===== src/fm_pkg.sv =====
package fm_pkg;

    // Clock and timing
    localparam int          CLK_PERIOD_NS   = 20;
    localparam int          CLK_HZ          = 1000000000 / CLK_PERIOD_NS;
    localparam int          WIDTH_RESET_US  = 200;
    localparam int          WIDTH_RESET_CYC = WIDTH_RESET_US * 1000 / CLK_PERIOD_NS;

    // Pulse rates in pulses per second
    localparam int          FULL_SCALE_PPS  = 1440;
    localparam int          CEILING_PPS     = 2400;

    // Register byte offsets
    localparam logic [7:0]  CTRL_OFS        = 8'h00;
    localparam logic [7:0]  SPEED_REF_OFS   = 8'h04;
    localparam logic [7:0]  CURR_REF_OFS    = 8'h08;
    localparam logic [7:0]  WIDTH_CAL_OFS   = 8'h0c;
    localparam logic [7:0]  STATUS_OFS      = 8'h10;
    localparam logic [7:0]  PCOUNT_OFS      = 8'h14;

    // Control field positions
    localparam int          SEL_LSB         = 0;
    localparam int          VIS_BIT         = 8;
    localparam int          WPROT_LSB       = 12;

    // Monitor selector codes
    localparam logic [4:0]  SEL_SPEED       = 5'h01;
    localparam logic [4:0]  SEL_CURRENT     = 5'h02;
    localparam logic [4:0]  SEL_REFERENCE   = 5'h15;

    // Values after reset and limits
    localparam logic [4:0]  SEL_RESET       = SEL_SPEED;
    localparam logic [15:0] SPEED_REF_RESET = 16'h0bb8;
    localparam logic [15:0] SPEED_MAX_SMALL = 16'h2ee0;
    localparam logic [15:0] SPEED_MAX_LARGE = 16'h1f40;
    localparam logic [15:0] CURR_MAX        = 16'hc350;
    localparam logic [15:0] CURR_REF_RESET  = 16'h01f4;
    localparam logic [15:0] WIDTH_MAX       = 16'h4e20;

    // Bus answers
    localparam logic [1:0]  RESP_OKAY       = 2'b00;
    localparam logic [1:0]  RESP_SLVERR     = 2'b10;

endpackage


===== src/pulse_if.sv =====
`timescale 1ns/1ns
interface pulse_if;
    logic [47:0] inc;
    logic [47:0] thr;
    logic [15:0] width;
    logic        pulse;
    logic        tick;

    modport gen (
        input  inc,
        input  thr,
        input  width,
        output pulse,
        output tick
    );
    modport ctl (
        output inc,
        output thr,
        output width,
        input  pulse,
        input  tick
    );
endinterface


===== src/monitor_pulse_train_output.sv =====
// The AXI4-Lite register port and the register addresses were left to the implementer.
`timescale 1ns/1ns
module monitor_pulse_train_output #(
    parameter bit          LARGE_CAP   = 1'b0,
    parameter logic [15:0] RATED_CURR  = fm_pkg::CURR_REF_RESET,
    parameter logic [15:0] WIDTH_RESET = 16'(fm_pkg::WIDTH_RESET_CYC)
) (
    // Clock and reset
    input  wire logic        CLOCK,
    input  wire logic        NRST,
    // Monitored quantities, same clock domain
    input  wire logic [15:0] SPEED_VAL,
    input  wire logic [15:0] CURR_VAL,
    input  wire logic [15:0] OTHER_VAL,
    input  wire logic [15:0] OTHER_FS,
    // Monitor pulse output
    output logic             MONITOR_PULSE_PIN,
    // AXI4-Lite write address
    input  wire logic [7:0]  AWADDR,
    input  wire logic        AWVALID,
    output logic             AWREADY,
    // AXI4-Lite write data
    input  wire logic [31:0] WDATA,
    input  wire logic [3:0]  WSTRB,
    input  wire logic        WVALID,
    output logic             WREADY,
    // AXI4-Lite write response
    output logic [1:0]       BRESP,
    output logic             BVALID,
    input  wire logic        BREADY,
    // AXI4-Lite read address
    input  wire logic [7:0]  ARADDR,
    input  wire logic        ARVALID,
    output logic             ARREADY,
    // AXI4-Lite read data
    output logic [31:0]      RDATA,
    output logic [1:0]       RRESP,
    output logic             RVALID,
    input  wire logic        RREADY
);

    localparam logic [15:0] SPEED_MAX = LARGE_CAP ? fm_pkg::SPEED_MAX_LARGE
                                                  : fm_pkg::SPEED_MAX_SMALL;

    // Reset values outside what the logic can serve stop elaboration
    if (RATED_CURR > fm_pkg::CURR_MAX || WIDTH_RESET > fm_pkg::WIDTH_MAX
            || WIDTH_RESET == 16'h0000) begin : g_bad_reset
        $error("monitor_pulse_train_output: reset value out of range");
    end

    typedef struct packed {
        logic        awready;
        logic        wready;
        logic        bvalid;
        logic [1:0]  bresp;
        logic        arready;
        logic        rvalid;
        logic [1:0]  rresp;
        logic [31:0] rdata;
        logic        aw_held;
        logic [7:0]  awaddr;
        logic        w_held;
        logic [31:0] wdata;
        logic [3:0]  wstrb;
        logic [4:0]  sel;
        logic        vis;
        logic [1:0]  wprot;
        logic [15:0] sref;
        logic [15:0] cref;
        logic [15:0] width;
        logic [31:0] count;
        logic        sat;
        logic        pin;
    } top_st_t;

    top_st_t st_q;
    top_st_t st_d;

    pulse_if pif ();

    pulse_gen u_gen (
        .clk  (CLOCK),
        .nrst (NRST),
        .pif  (pif.gen)
    );

    ////////////////////////////////////////////////////////////////////////////
    // Rate selection

    logic [15:0] val;
    logic [15:0] fs;
    logic [31:0] num;
    logic [31:0] cap;
    logic [31:0] num_lim;
    logic [15:0] den_lim;
    logic        sat_now;

    // Pick value and full scale by selector
    always_comb begin
        case (st_q.sel)
            fm_pkg::SEL_SPEED: begin
                val = SPEED_VAL;
                fs  = st_q.sref;
            end
            fm_pkg::SEL_CURRENT: begin
                val = CURR_VAL;
                fs  = st_q.cref;
            end
            fm_pkg::SEL_REFERENCE: begin
                val = 16'h0001;
                fs  = 16'h0001;
            end
            default: begin
                val = OTHER_VAL;
                fs  = OTHER_FS;
            end
        endcase
    end

    // Rate is 1440*val/fs, done as a ratio so no divider is needed
    always_comb begin
        num     = 32'(fm_pkg::FULL_SCALE_PPS) * {16'h0000, val};
        cap     = 32'(fm_pkg::CEILING_PPS) * {16'h0000, fs};
        num_lim = num;
        den_lim = fs;
        sat_now = 1'b0;
        // Zero full scale would make the threshold zero; treat any nonzero value as over
        if (fs == 16'h0000) begin
            den_lim = 16'h0001;
            num_lim = (val == 16'h0000) ? 32'h0 : 32'(fm_pkg::CEILING_PPS);
            sat_now = (val != 16'h0000);
        end else if (num > cap) begin
            num_lim = 32'(fm_pkg::CEILING_PPS);
            den_lim = 16'h0001;
            sat_now = 1'b1;
        end
    end

    assign pif.inc   = {16'h0000, num_lim};
    assign pif.thr   = 48'({32'h0, den_lim} * 64'(fm_pkg::CLK_HZ));
    assign pif.width = st_q.width;

    ////////////////////////////////////////////////////////////////////////////
    // Register bus

    assign AWREADY           = st_q.awready;
    assign WREADY            = st_q.wready;
    assign BVALID            = st_q.bvalid;
    assign BRESP             = st_q.bresp;
    assign ARREADY           = st_q.arready;
    assign RVALID            = st_q.rvalid;
    assign RRESP             = st_q.rresp;
    assign RDATA             = st_q.rdata;
    assign MONITOR_PULSE_PIN = st_q.pin;

    // Byte-lane merge of write data into an old register value
    function automatic logic [31:0] merge(input logic [31:0] old,
                                          input logic [31:0] nw,
                                          input logic [3:0]  strb);
        logic [31:0] r;
        r = old;
        for (int b = 0; b < 4; b++) begin
            if (strb[b]) begin
                r[8*b +: 8] = nw[8*b +: 8];
            end
        end
        return r;
    endfunction

    logic [31:0] ctrl_word;
    logic [31:0] wr_val;
    logic [31:0] rd_val;
    logic [1:0]  rd_resp;

    assign ctrl_word = {18'h0, st_q.wprot, 3'h0, st_q.vis, 3'h0, st_q.sel};

    // Read decode; references answer SLVERR with zero data while hidden
    always_comb begin
        rd_val  = 32'h0;
        rd_resp = fm_pkg::RESP_OKAY;
        case (ARADDR)
            fm_pkg::CTRL_OFS:      rd_val = ctrl_word;
            fm_pkg::SPEED_REF_OFS: begin
                if (st_q.vis) begin
                    rd_resp = fm_pkg::RESP_SLVERR;
                end else begin
                    rd_val = {16'h0, st_q.sref};
                end
            end
            fm_pkg::CURR_REF_OFS:  begin
                if (st_q.vis) begin
                    rd_resp = fm_pkg::RESP_SLVERR;
                end else begin
                    rd_val = {16'h0, st_q.cref};
                end
            end
            fm_pkg::WIDTH_CAL_OFS: rd_val = {16'h0, st_q.width};
            fm_pkg::STATUS_OFS:    rd_val = {30'h0, st_q.pin, st_q.sat};
            fm_pkg::PCOUNT_OFS:    rd_val = st_q.count;
            default:               rd_resp = fm_pkg::RESP_SLVERR;
        endcase
    end

    // Next state: bus handshakes, register writes, status
    always_comb begin
        st_d       = st_q;
        wr_val     = 32'h0;
        st_d.pin   = pif.pulse;
        st_d.sat   = sat_now;
        if (pif.tick) begin
            st_d.count = st_q.count + 32'h1;
        end
        // Address and data are taken independently, in either order
        if (AWVALID && st_q.awready) begin
            st_d.aw_held = 1'b1;
            st_d.awaddr  = AWADDR;
            st_d.awready = 1'b0;
        end
        if (WVALID && st_q.wready) begin
            st_d.w_held = 1'b1;
            st_d.wdata  = WDATA;
            st_d.wstrb  = WSTRB;
            st_d.wready = 1'b0;
        end
        if (st_q.bvalid && BREADY) begin
            st_d.bvalid  = 1'b0;
            st_d.awready = 1'b1;
            st_d.wready  = 1'b1;
        end
        if (st_q.aw_held && st_q.w_held && !st_q.bvalid) begin
            st_d.aw_held = 1'b0;
            st_d.w_held  = 1'b0;
            st_d.bvalid  = 1'b1;
            st_d.bresp   = fm_pkg::RESP_OKAY;
            // Write protect is kept for software but never gates these writes
            case (st_q.awaddr)
                fm_pkg::CTRL_OFS: begin
                    wr_val     = merge(ctrl_word, st_q.wdata, st_q.wstrb);
                    st_d.sel   = wr_val[fm_pkg::SEL_LSB +: 5];
                    st_d.vis   = wr_val[fm_pkg::VIS_BIT];
                    st_d.wprot = wr_val[fm_pkg::WPROT_LSB +: 2];
                end
                fm_pkg::SPEED_REF_OFS: begin
                    wr_val = merge({16'h0, st_q.sref}, st_q.wdata, st_q.wstrb);
                    if (st_q.vis || wr_val > {16'h0, SPEED_MAX}) begin
                        st_d.bresp = fm_pkg::RESP_SLVERR;
                    end else begin
                        st_d.sref = wr_val[15:0];
                    end
                end
                fm_pkg::CURR_REF_OFS: begin
                    wr_val = merge({16'h0, st_q.cref}, st_q.wdata, st_q.wstrb);
                    if (st_q.vis || wr_val > {16'h0, fm_pkg::CURR_MAX}) begin
                        st_d.bresp = fm_pkg::RESP_SLVERR;
                    end else begin
                        st_d.cref = wr_val[15:0];
                    end
                end
                fm_pkg::WIDTH_CAL_OFS: begin
                    wr_val = merge({16'h0, st_q.width}, st_q.wdata, st_q.wstrb);
                    // Cap keeps the high time inside the shortest period
                    if (wr_val > {16'h0, fm_pkg::WIDTH_MAX} || wr_val == 32'h0) begin
                        st_d.bresp = fm_pkg::RESP_SLVERR;
                    end else begin
                        st_d.width = wr_val[15:0];
                    end
                end
                fm_pkg::STATUS_OFS, fm_pkg::PCOUNT_OFS: begin
                    st_d.bresp = fm_pkg::RESP_OKAY;
                end
                default: begin
                    st_d.bresp = fm_pkg::RESP_SLVERR;
                end
            endcase
        end
        // Reads: one at a time, address ready drops until data is taken
        if (st_q.rvalid && RREADY) begin
            st_d.rvalid  = 1'b0;
            st_d.arready = 1'b1;
        end
        if (ARVALID && st_q.arready) begin
            st_d.arready = 1'b0;
            st_d.rvalid  = 1'b1;
            st_d.rdata   = rd_val;
            st_d.rresp   = rd_resp;
        end
    end

    // State register
    always_ff @(posedge CLOCK or negedge NRST) begin
        if (!NRST) begin
            st_q         <= '0;
            st_q.awready <= 1'b1;
            st_q.wready  <= 1'b1;
            st_q.arready <= 1'b1;
            st_q.sel     <= fm_pkg::SEL_RESET;
            st_q.sref    <= fm_pkg::SPEED_REF_RESET;
            st_q.cref    <= RATED_CURR;
            st_q.width   <= WIDTH_RESET;
        end else begin
            st_q <= st_d;
        end
    end

endmodule


===== src/pulse_gen.sv =====
`timescale 1ns/1ns
module pulse_gen (
    // Clock and reset
    input wire logic clk,
    input wire logic nrst,
    // Rate and width
    pulse_if.gen     pif
);

    typedef struct packed {
        logic [47:0] acc;
        logic [15:0] hold;
        logic        pulse;
        logic        tick;
    } gen_st_t;

    gen_st_t st_q;
    gen_st_t st_d;

    assign pif.pulse = st_q.pulse;
    assign pif.tick  = st_q.tick;

    // Rate accumulator: a pulse each time the sum passes the threshold
    always_comb begin
        logic [47:0] sum;
        sum = '0;
        st_d      = st_q;
        st_d.tick = 1'b0;
        if (st_q.acc >= pif.thr) begin
            // Threshold shrank under us; restart the phase cleanly
            st_d.acc = '0;
        end else begin
            sum = st_q.acc + pif.inc;
            if (sum >= pif.thr) begin
                st_d.acc  = sum - pif.thr;
                st_d.tick = 1'b1;
            end else begin
                st_d.acc = sum;
            end
        end
        // High time is reloaded live, so a new width shows on the next pulse
        if (st_d.tick) begin
            st_d.hold = (pif.width == 16'h0000) ? 16'h0001 : pif.width;
        end else if (st_q.hold != 16'h0000) begin
            st_d.hold = st_q.hold - 16'h0001;
        end
        st_d.pulse = (st_d.hold != 16'h0000);
    end

    always_ff @(posedge clk or negedge nrst) begin
        if (!nrst) begin
            st_q <= '0;
        end else begin
            st_q <= st_d;
        end
    end

endmodule


===== config.mk =====
export PLATFORM = sky130hd
export DESIGN_NAME = monitor_pulse_train_output
export DESIGN_NICKNAME = d
export VERILOG_FILES = /design/src/fm_pkg.sv /design/src/pulse_if.sv /design/src/monitor_pulse_train_output.sv /design/src/pulse_gen.sv
export SDC_FILE = /design/constraint.sdc
export NUM_CORES = 1
export LEC_CHECK = 0
export BUFFER_PORTS_ARGS = -buffer_cell sky130_fd_sc_hd__buf_2
export CORE_ASPECT_RATIO = 0.7
export CORE_MARGIN = 4
export CORE_UTILIZATION = 63
export CTS_CLUSTER_DIAMETER = 200
export CTS_CLUSTER_SIZE = 24
export DETAILED_ROUTE_END_ITERATION = 8
export GPL_ROUTABILITY_DRIVEN = 1
export PLACE_DENSITY = 0.82
export REMOVE_ABC_BUFFERS = 1
export SYNTH_ARGS = -nofsm -noshare
export SYNTH_HDL_FRONTEND = slang
export SYNTH_SLANG_ARGS = --single-unit

===== constraint.sdc =====
create_clock -name CLOCK -period 20.6 [get_ports CLOCK]
set_input_delay 0 -clock CLOCK [delete_from_list [all_inputs] [get_ports CLOCK]]
set_output_delay 0 -clock CLOCK [all_outputs]
set_load 0.05 [all_outputs]

; ---- Word level (Yosys, flattened, before mapping)
; Cells that the tools add are included.
[classes]
order_cmp = 6
reduce_logical = 34
n_bitwise = 3
addsub = 4
mul = 3
mux = 67
eq_ne = 13
[op_table]
columns = operator, count
row1 = $mux 8, 32
row2 = $pmux 32 s6, 1
row3 = $mux 16, 7
row4 = $ge 48x42->1, 2
row5 = $mux 48, 2
row6 = $pmux 16 s3, 2
row7 = $mux 27, 2
row8 = $add 48x27->48, 1
row9 = $logic_not 16->1, 3
row10 = $reduce_bool 16->1, 3
row11 = $sub 48x42->48, 1
row12 = $mux 37, 1
row13 = $mux 36, 1
row14 = $mul 16x19->35 const B, 1
row15 = $add 32x1->32 const B, 1
row16 = $eq 8x4->1 const B, 4
row17 = $eq 8x5->1 const B, 4
row18 = $gt 32x14->1 const B, 1
row19 = $gt 32x15->1 const B, 1
row20 = $gt 32x16->1 const B, 1
row21 = $logic_not 32->1, 1
row22 = $gt 27x28->1, 1
row23 = $mul 7x16->23 const A, 1
row24 = $mul 6x16->22 const A, 1
row25 = other kinds (22), 55
[totals]
out_inout_bits = 42
elab_cells = 156
register_bits = 243
inputBits = 123

; ---- Longest topological paths before layout
[logic_depth]
depth_word = 12
mapped_depth = 78

; ---- By module
; From an unflattened synthesis, not the netlist that was laid out.
[unflattened]
hier_cells = 3121
area_unflattened_um2 = 28134.5
[modules_own_cells]
columns = mod, cells_each, seq_area_each_um2, area_per_inst_um2, n_inst
row1 = monitor_pulse_train_output, 1911, 4406.7, 18716.7, 1
row2 = pulse_gen, 1210, 1651.6, 9417.8, 1

; ---- Least setup slack after synthesis
; No wires, ideal clock.
[synth_timing]
kind = reg2reg
from = reg st_q (netlist bit ctrl_word[0])
to = reg u_gen.st_q[10] (netlist name)
n_path_buf = 6
arrival_ns = 15.037
setup_ns = 0.125
path_stages_with_launch = 72
t_required_ns = 20.475
setup_slack_ns = 5.438
path_cell_list = dfstp_2 -> nand2b_1 -> nor4_4 -> nor3_1 -> clkbuf_1 -> clkbuf_1 -> clkbuf_1 -> a222oi_1 -> inv_1 -> ha_1 -> inv_1 -> fa_1 -> fa_1 -> inv_1 -> ha_1 -> nor2b_1 -> o21ai_0 -> a21boi_0 -> [... 36 more ...] -> a21boi_0 -> o21a_1 -> nor2_1 -> xnor2_1 -> ha_1 -> nand2_1 -> nor3b_1 -> nand4_1 -> nor4_1 -> nand2_1 -> nor3_1 -> nand3_1 -> nand4_1 -> a41o_1 -> buf_4 -> nand2b_4 -> buf_6 -> mux2_4
[synth_rtl]
columns = element, line_no
row1 = from (decl), monitor_pulse_train_output.sv:76  ; top_st_t st_q;
row2 = from (signal assigned), monitor_pulse_train_output.sv:301  ; st_q <= st_d;
row3 = to (signal assigned), pulse_gen.sv:54  ; st_q <= st_d;
row4 = to (decl), pulse_gen.sv:17  ; gen_st_t st_q;

==> results.ini <==
[die]
design.core.area_um2 = 38700
die_area_um2 = 42600
io_pins = 165
start_util_pct = 64.1
die_w_um = 245
die_y_um = 174
rows = 60

[timing]
period_needed_ns = 18.90
setup_tns_ns = 0
worst_pin_slew_ns = 1.21
final-hold-violation-count = 0
fin_crit_sh_pct = 91.8
max_clock_freq_mhz = 52.9
setup_violations = 0
skew_ns = 0.0336
maxSlewHeadroom_pct = 18.5
rsz0062_at_grt = false
drv_slew = 0

[global_routing]
grt_overflow = 0
grt_max_degree = 129
antenna_found_initial = 0
grt_pass1_wl_um = 113000
grtUsageTotal_pct = 32.8
grt_pass1_vias = 21300

[cts]
cts_num_sinks = 236
cts_resized = 0
cts_buffers = 13
cts_max_path_buffers = 3
clock_latency_ns = 0.53
h-tree-depth = 1
root_buffer = clkbuf_16
clk_pin_slew_worst_paths_ns = 0.10
cts_tree = done

[synthesis]
yosys.area_share.adder_pct = 29.6
synth_cell_types = 92
synth_xor_area_share_pct = 6.32
synth-edff-count = 0
synth_async_sr_flop_share_pct = 100
syn_area_um2 = 24800
synth_warnings = 0
avgSynthCellArea_um2 = 9.42
ys.flop_type = dfrtp_1
ys_seq_elements = 236
ys_seq_area_share_pct = 23.9
synthCells = 2633
synthMuxAreaShare_pct = 5.92
synth_compound_area_share_pct = 13.8
synth_simple_gate_area_share_pct = 13.2
synth_top_family_by_area = adder cells

[setup_path]
endpoint_kind = flip-flop
r2r-start = ctrl_word[0]
cpPeakStageDelay_ns = 0.87
crit_required_ns = 20.99
rr_endpoint = u_gen.st_q[10]
reg2reg_depth = 69
criticalPathCategory = reg -> reg
cp_common_cell = fa_1
ff2ff_setup_slack_ns = 1.70
start_kind = flip-flop
worstPathArrival_ns = 19.29
path_max_fanout = 34
slowest_stage = nor2_1

[worst_hold_path]
worstHoldEndpoint = RRESP[1]
min_path_cells = 3
hold_start = ARADDR[3]
hp-class = in -> reg

[detailed_routing]
ant_nets = 0
first_iter_violations = 2531
first_pass_iters = 9
route.detailed.drc = 91
num_vias = 20700
wl_um = 70000
vias_per_cell = 6.23
wire_per_inst_um = 21.1

[cells_and_area]
syn2layout_area_growth_pct = 8.27
fillers = 2858
diodes = 0
drive_gt1_share_pct = 13.1
multi_input_area_um2 = 17100
nNetsFinal = 3401
seq_area_um2 = 5930

[place]
routabilityCongestion = 1.03
port_buffers = 162
hpwl_um = 55900

[job]
cap_viol_max_count = 0

[run_status]
status = finished with violations
violations = design-rule violations

==> metrics by stage <==
| step | utilization [%] | worst slack (ns) | cells | hold WS, ns | cell area, um2 |
|---|---|---|---|---|---|
| 2_1_floorplan | - | 3.56 | 2537 | -0.296 | 24200 |
| 3_3_place_gp | 67.1 | 3.15 | 3248 | 0.156 | 25900 |
| 6_report | 69.4 | 1.70 | 3323 | 0.104 | 26800 |
| 5_1_grt | 69.4 | 0.456 | 3323 | 0.0930 | 26800 |
| 3_5_place_dp | 67.1 | 2.26 | 3248 | 0.157 | 25900 |
| 4_1_cts | 69.4 | 2.12 | 3323 | 0.0448 | 26800 |
==> sequential cells by signal, summed over array words and instances, names as in the netlist, 8 cells and up <==
register    cells
pif.width      16
st_q          111
RDATA          32
u_gen.st_q     59
ctrl_word       8
==> placed cells by master (no fill, tap or decap), types with 11 or more instances in the layout <==
cell	synthesis	routed
a211oi_1	13	12
a21o_1	44	44
a21oi_1	116	116
a222oi_1	33	33
a22o_1	17	17
a22oi_1	20	20
a31oi_1	16	16
and2_1	30	30
and3_1	23	23
buf_2	2	161
buf_4	40	22
clkbuf_16	0	13
dfrtp_1	214	214
dfstp_2	22	22
dlygate4sd3_1	0	53
fa_1	156	156
ha_1	333	333
inv_1	330	330
mux2_2	101	101
mux2i_1	30	30
nand2_1	216	216
nand2b_1	34	34
nand3_1	51	51
nand4_1	29	29
nor2_1	142	141
nor2b_1	18	18
nor3_1	52	51
nor4_1	28	25
o211ai_1	11	11
o21a_1	19	19
o21ai_0	101	101
o21bai_1	14	14
xnor2_1	117	117
xor2_1	62	62
==> worst max path at each step <==
| stage | to | cells past startpoint | start | slack [ns] |
|---|---|---|---|---|
| 2_1_floorplan | u_gen.st_q[10] | 65 | ctrl_word[0] | 3.56 |
| 3_3_place_gp | u_gen.st_q[10] | 67 | ctrl_word[0] | 3.15 |
| 3_5_place_dp | u_gen.st_q[7] | 69 | ctrl_word[0] | 2.26 |
| 4_1_cts | u_gen.st_q[7] | 69 | ctrl_word[0] | 2.12 |
| 5_1_grt | u_gen.st_q[61] | 67 | ctrl_word[0] | 0.46 |
| 6_report | u_gen.st_q[10] | 69 | ctrl_word[0] | 1.70 |
==> final cells by class <==
class | instances | share of cell area [%]
multi-input cells | 1969 | 63.7
flip-flops and latches | 236 | 22.1
repair buffers | 237 | 5.65
inverters | 332 | 4.64
well taps | 527 | 2.46
clock buffers | 20 | 1.31
clock inverters | 2 | 0.144
==> cell usage after synthesis (5+ instances only) <==
cell | n | area share (%)
ha_1 | 333 | 17
inv_1 | 330 | 5.0
nand2_1 | 216 | 3.3
dfrtp_1 | 214 | 22
fa_1 | 156 | 13
nor2_1 | 142 | 2.1
xnor2_1 | 117 | 4.1
a21oi_1 | 116 | 2.3
mux2_2 | 101 | 4.6
o21ai_0 | 101 | 2.0
xor2_1 | 62 | 2.2
nor3_1 | 52 | 1.0
nand3_1 | 51 | 1.0
clkbuf_1 | 46 | 0.70
a21o_1 | 44 | 1.3
buf_4 | 40 | 1.2
nand2b_1 | 34 | 0.86
a222oi_1 | 33 | 1.3
and2_1 | 30 | 0.76
mux2i_1 | 30 | 1.2
nand4_1 | 29 | 0.73
nor4_1 | 28 | 0.71
and3_1 | 23 | 0.58
dfstp_2 | 22 | 2.3
a22oi_1 | 20 | 0.61
o21a_1 | 19 | 0.58
nor2b_1 | 18 | 0.45
a22o_1 | 17 | 0.60
a31oi_1 | 16 | 0.40
o21bai_1 | 14 | 0.42
a211oi_1 | 13 | 0.39
o211ai_1 | 11 | 0.33
a211o_1 | 9 | 0.32
a21boi_0 | 9 | 0.27
o31ai_1 | 8 | 0.24
or2_2 | 7 | 0.18
a2111oi_0 | 6 | 0.21
a221o_1 | 5 | 0.20
buf_6 | 5 | 0.23
or3_1 | 5 | 0.13
or4_1 | 5 | 0.15
==> critical path, delay by kind of cell (launching register included) <==
family                     cells  cell delay [ns]
muxes                          1             0.38
adders and majority gates     14             6.03
xor gates and xnor gates       2             0.38
buffers and inverters          7             1.28
and+or+nand+nor               22             5.15
AOI/OAI and AO/OA             23             4.96
DFF                            1             0.57
==> metal layers <==
metal	share of wire [%]	track usage, %	up-vias
met4	3.1	8.10	2
met2	43	49.5	1034
li1	-	-	9415
met1	42	46.2	10100
met3	11	10.5	177
met5	0.026	0	-
==> logic make-up after synthesis <==
group | Yosys count
flip-flops | 236
adder cells (fa/ha/maj) | 494
other | 1
XOR/XNOR | 179
buffers and inverters | 429
AO/OA/AOI/OAI | 493
AND/OR/NAND/NOR | 668
multiplexers | 133
==> repair_timing <==
action,in CTS,in global routing
hold endpoints to repair,159,0
hold buffers,53,0
buffers inserted,0,0
Power is left out: the tool's default activity adds up to more than one toggle a clock period on the data nets, which glitch-free logic cannot reach.
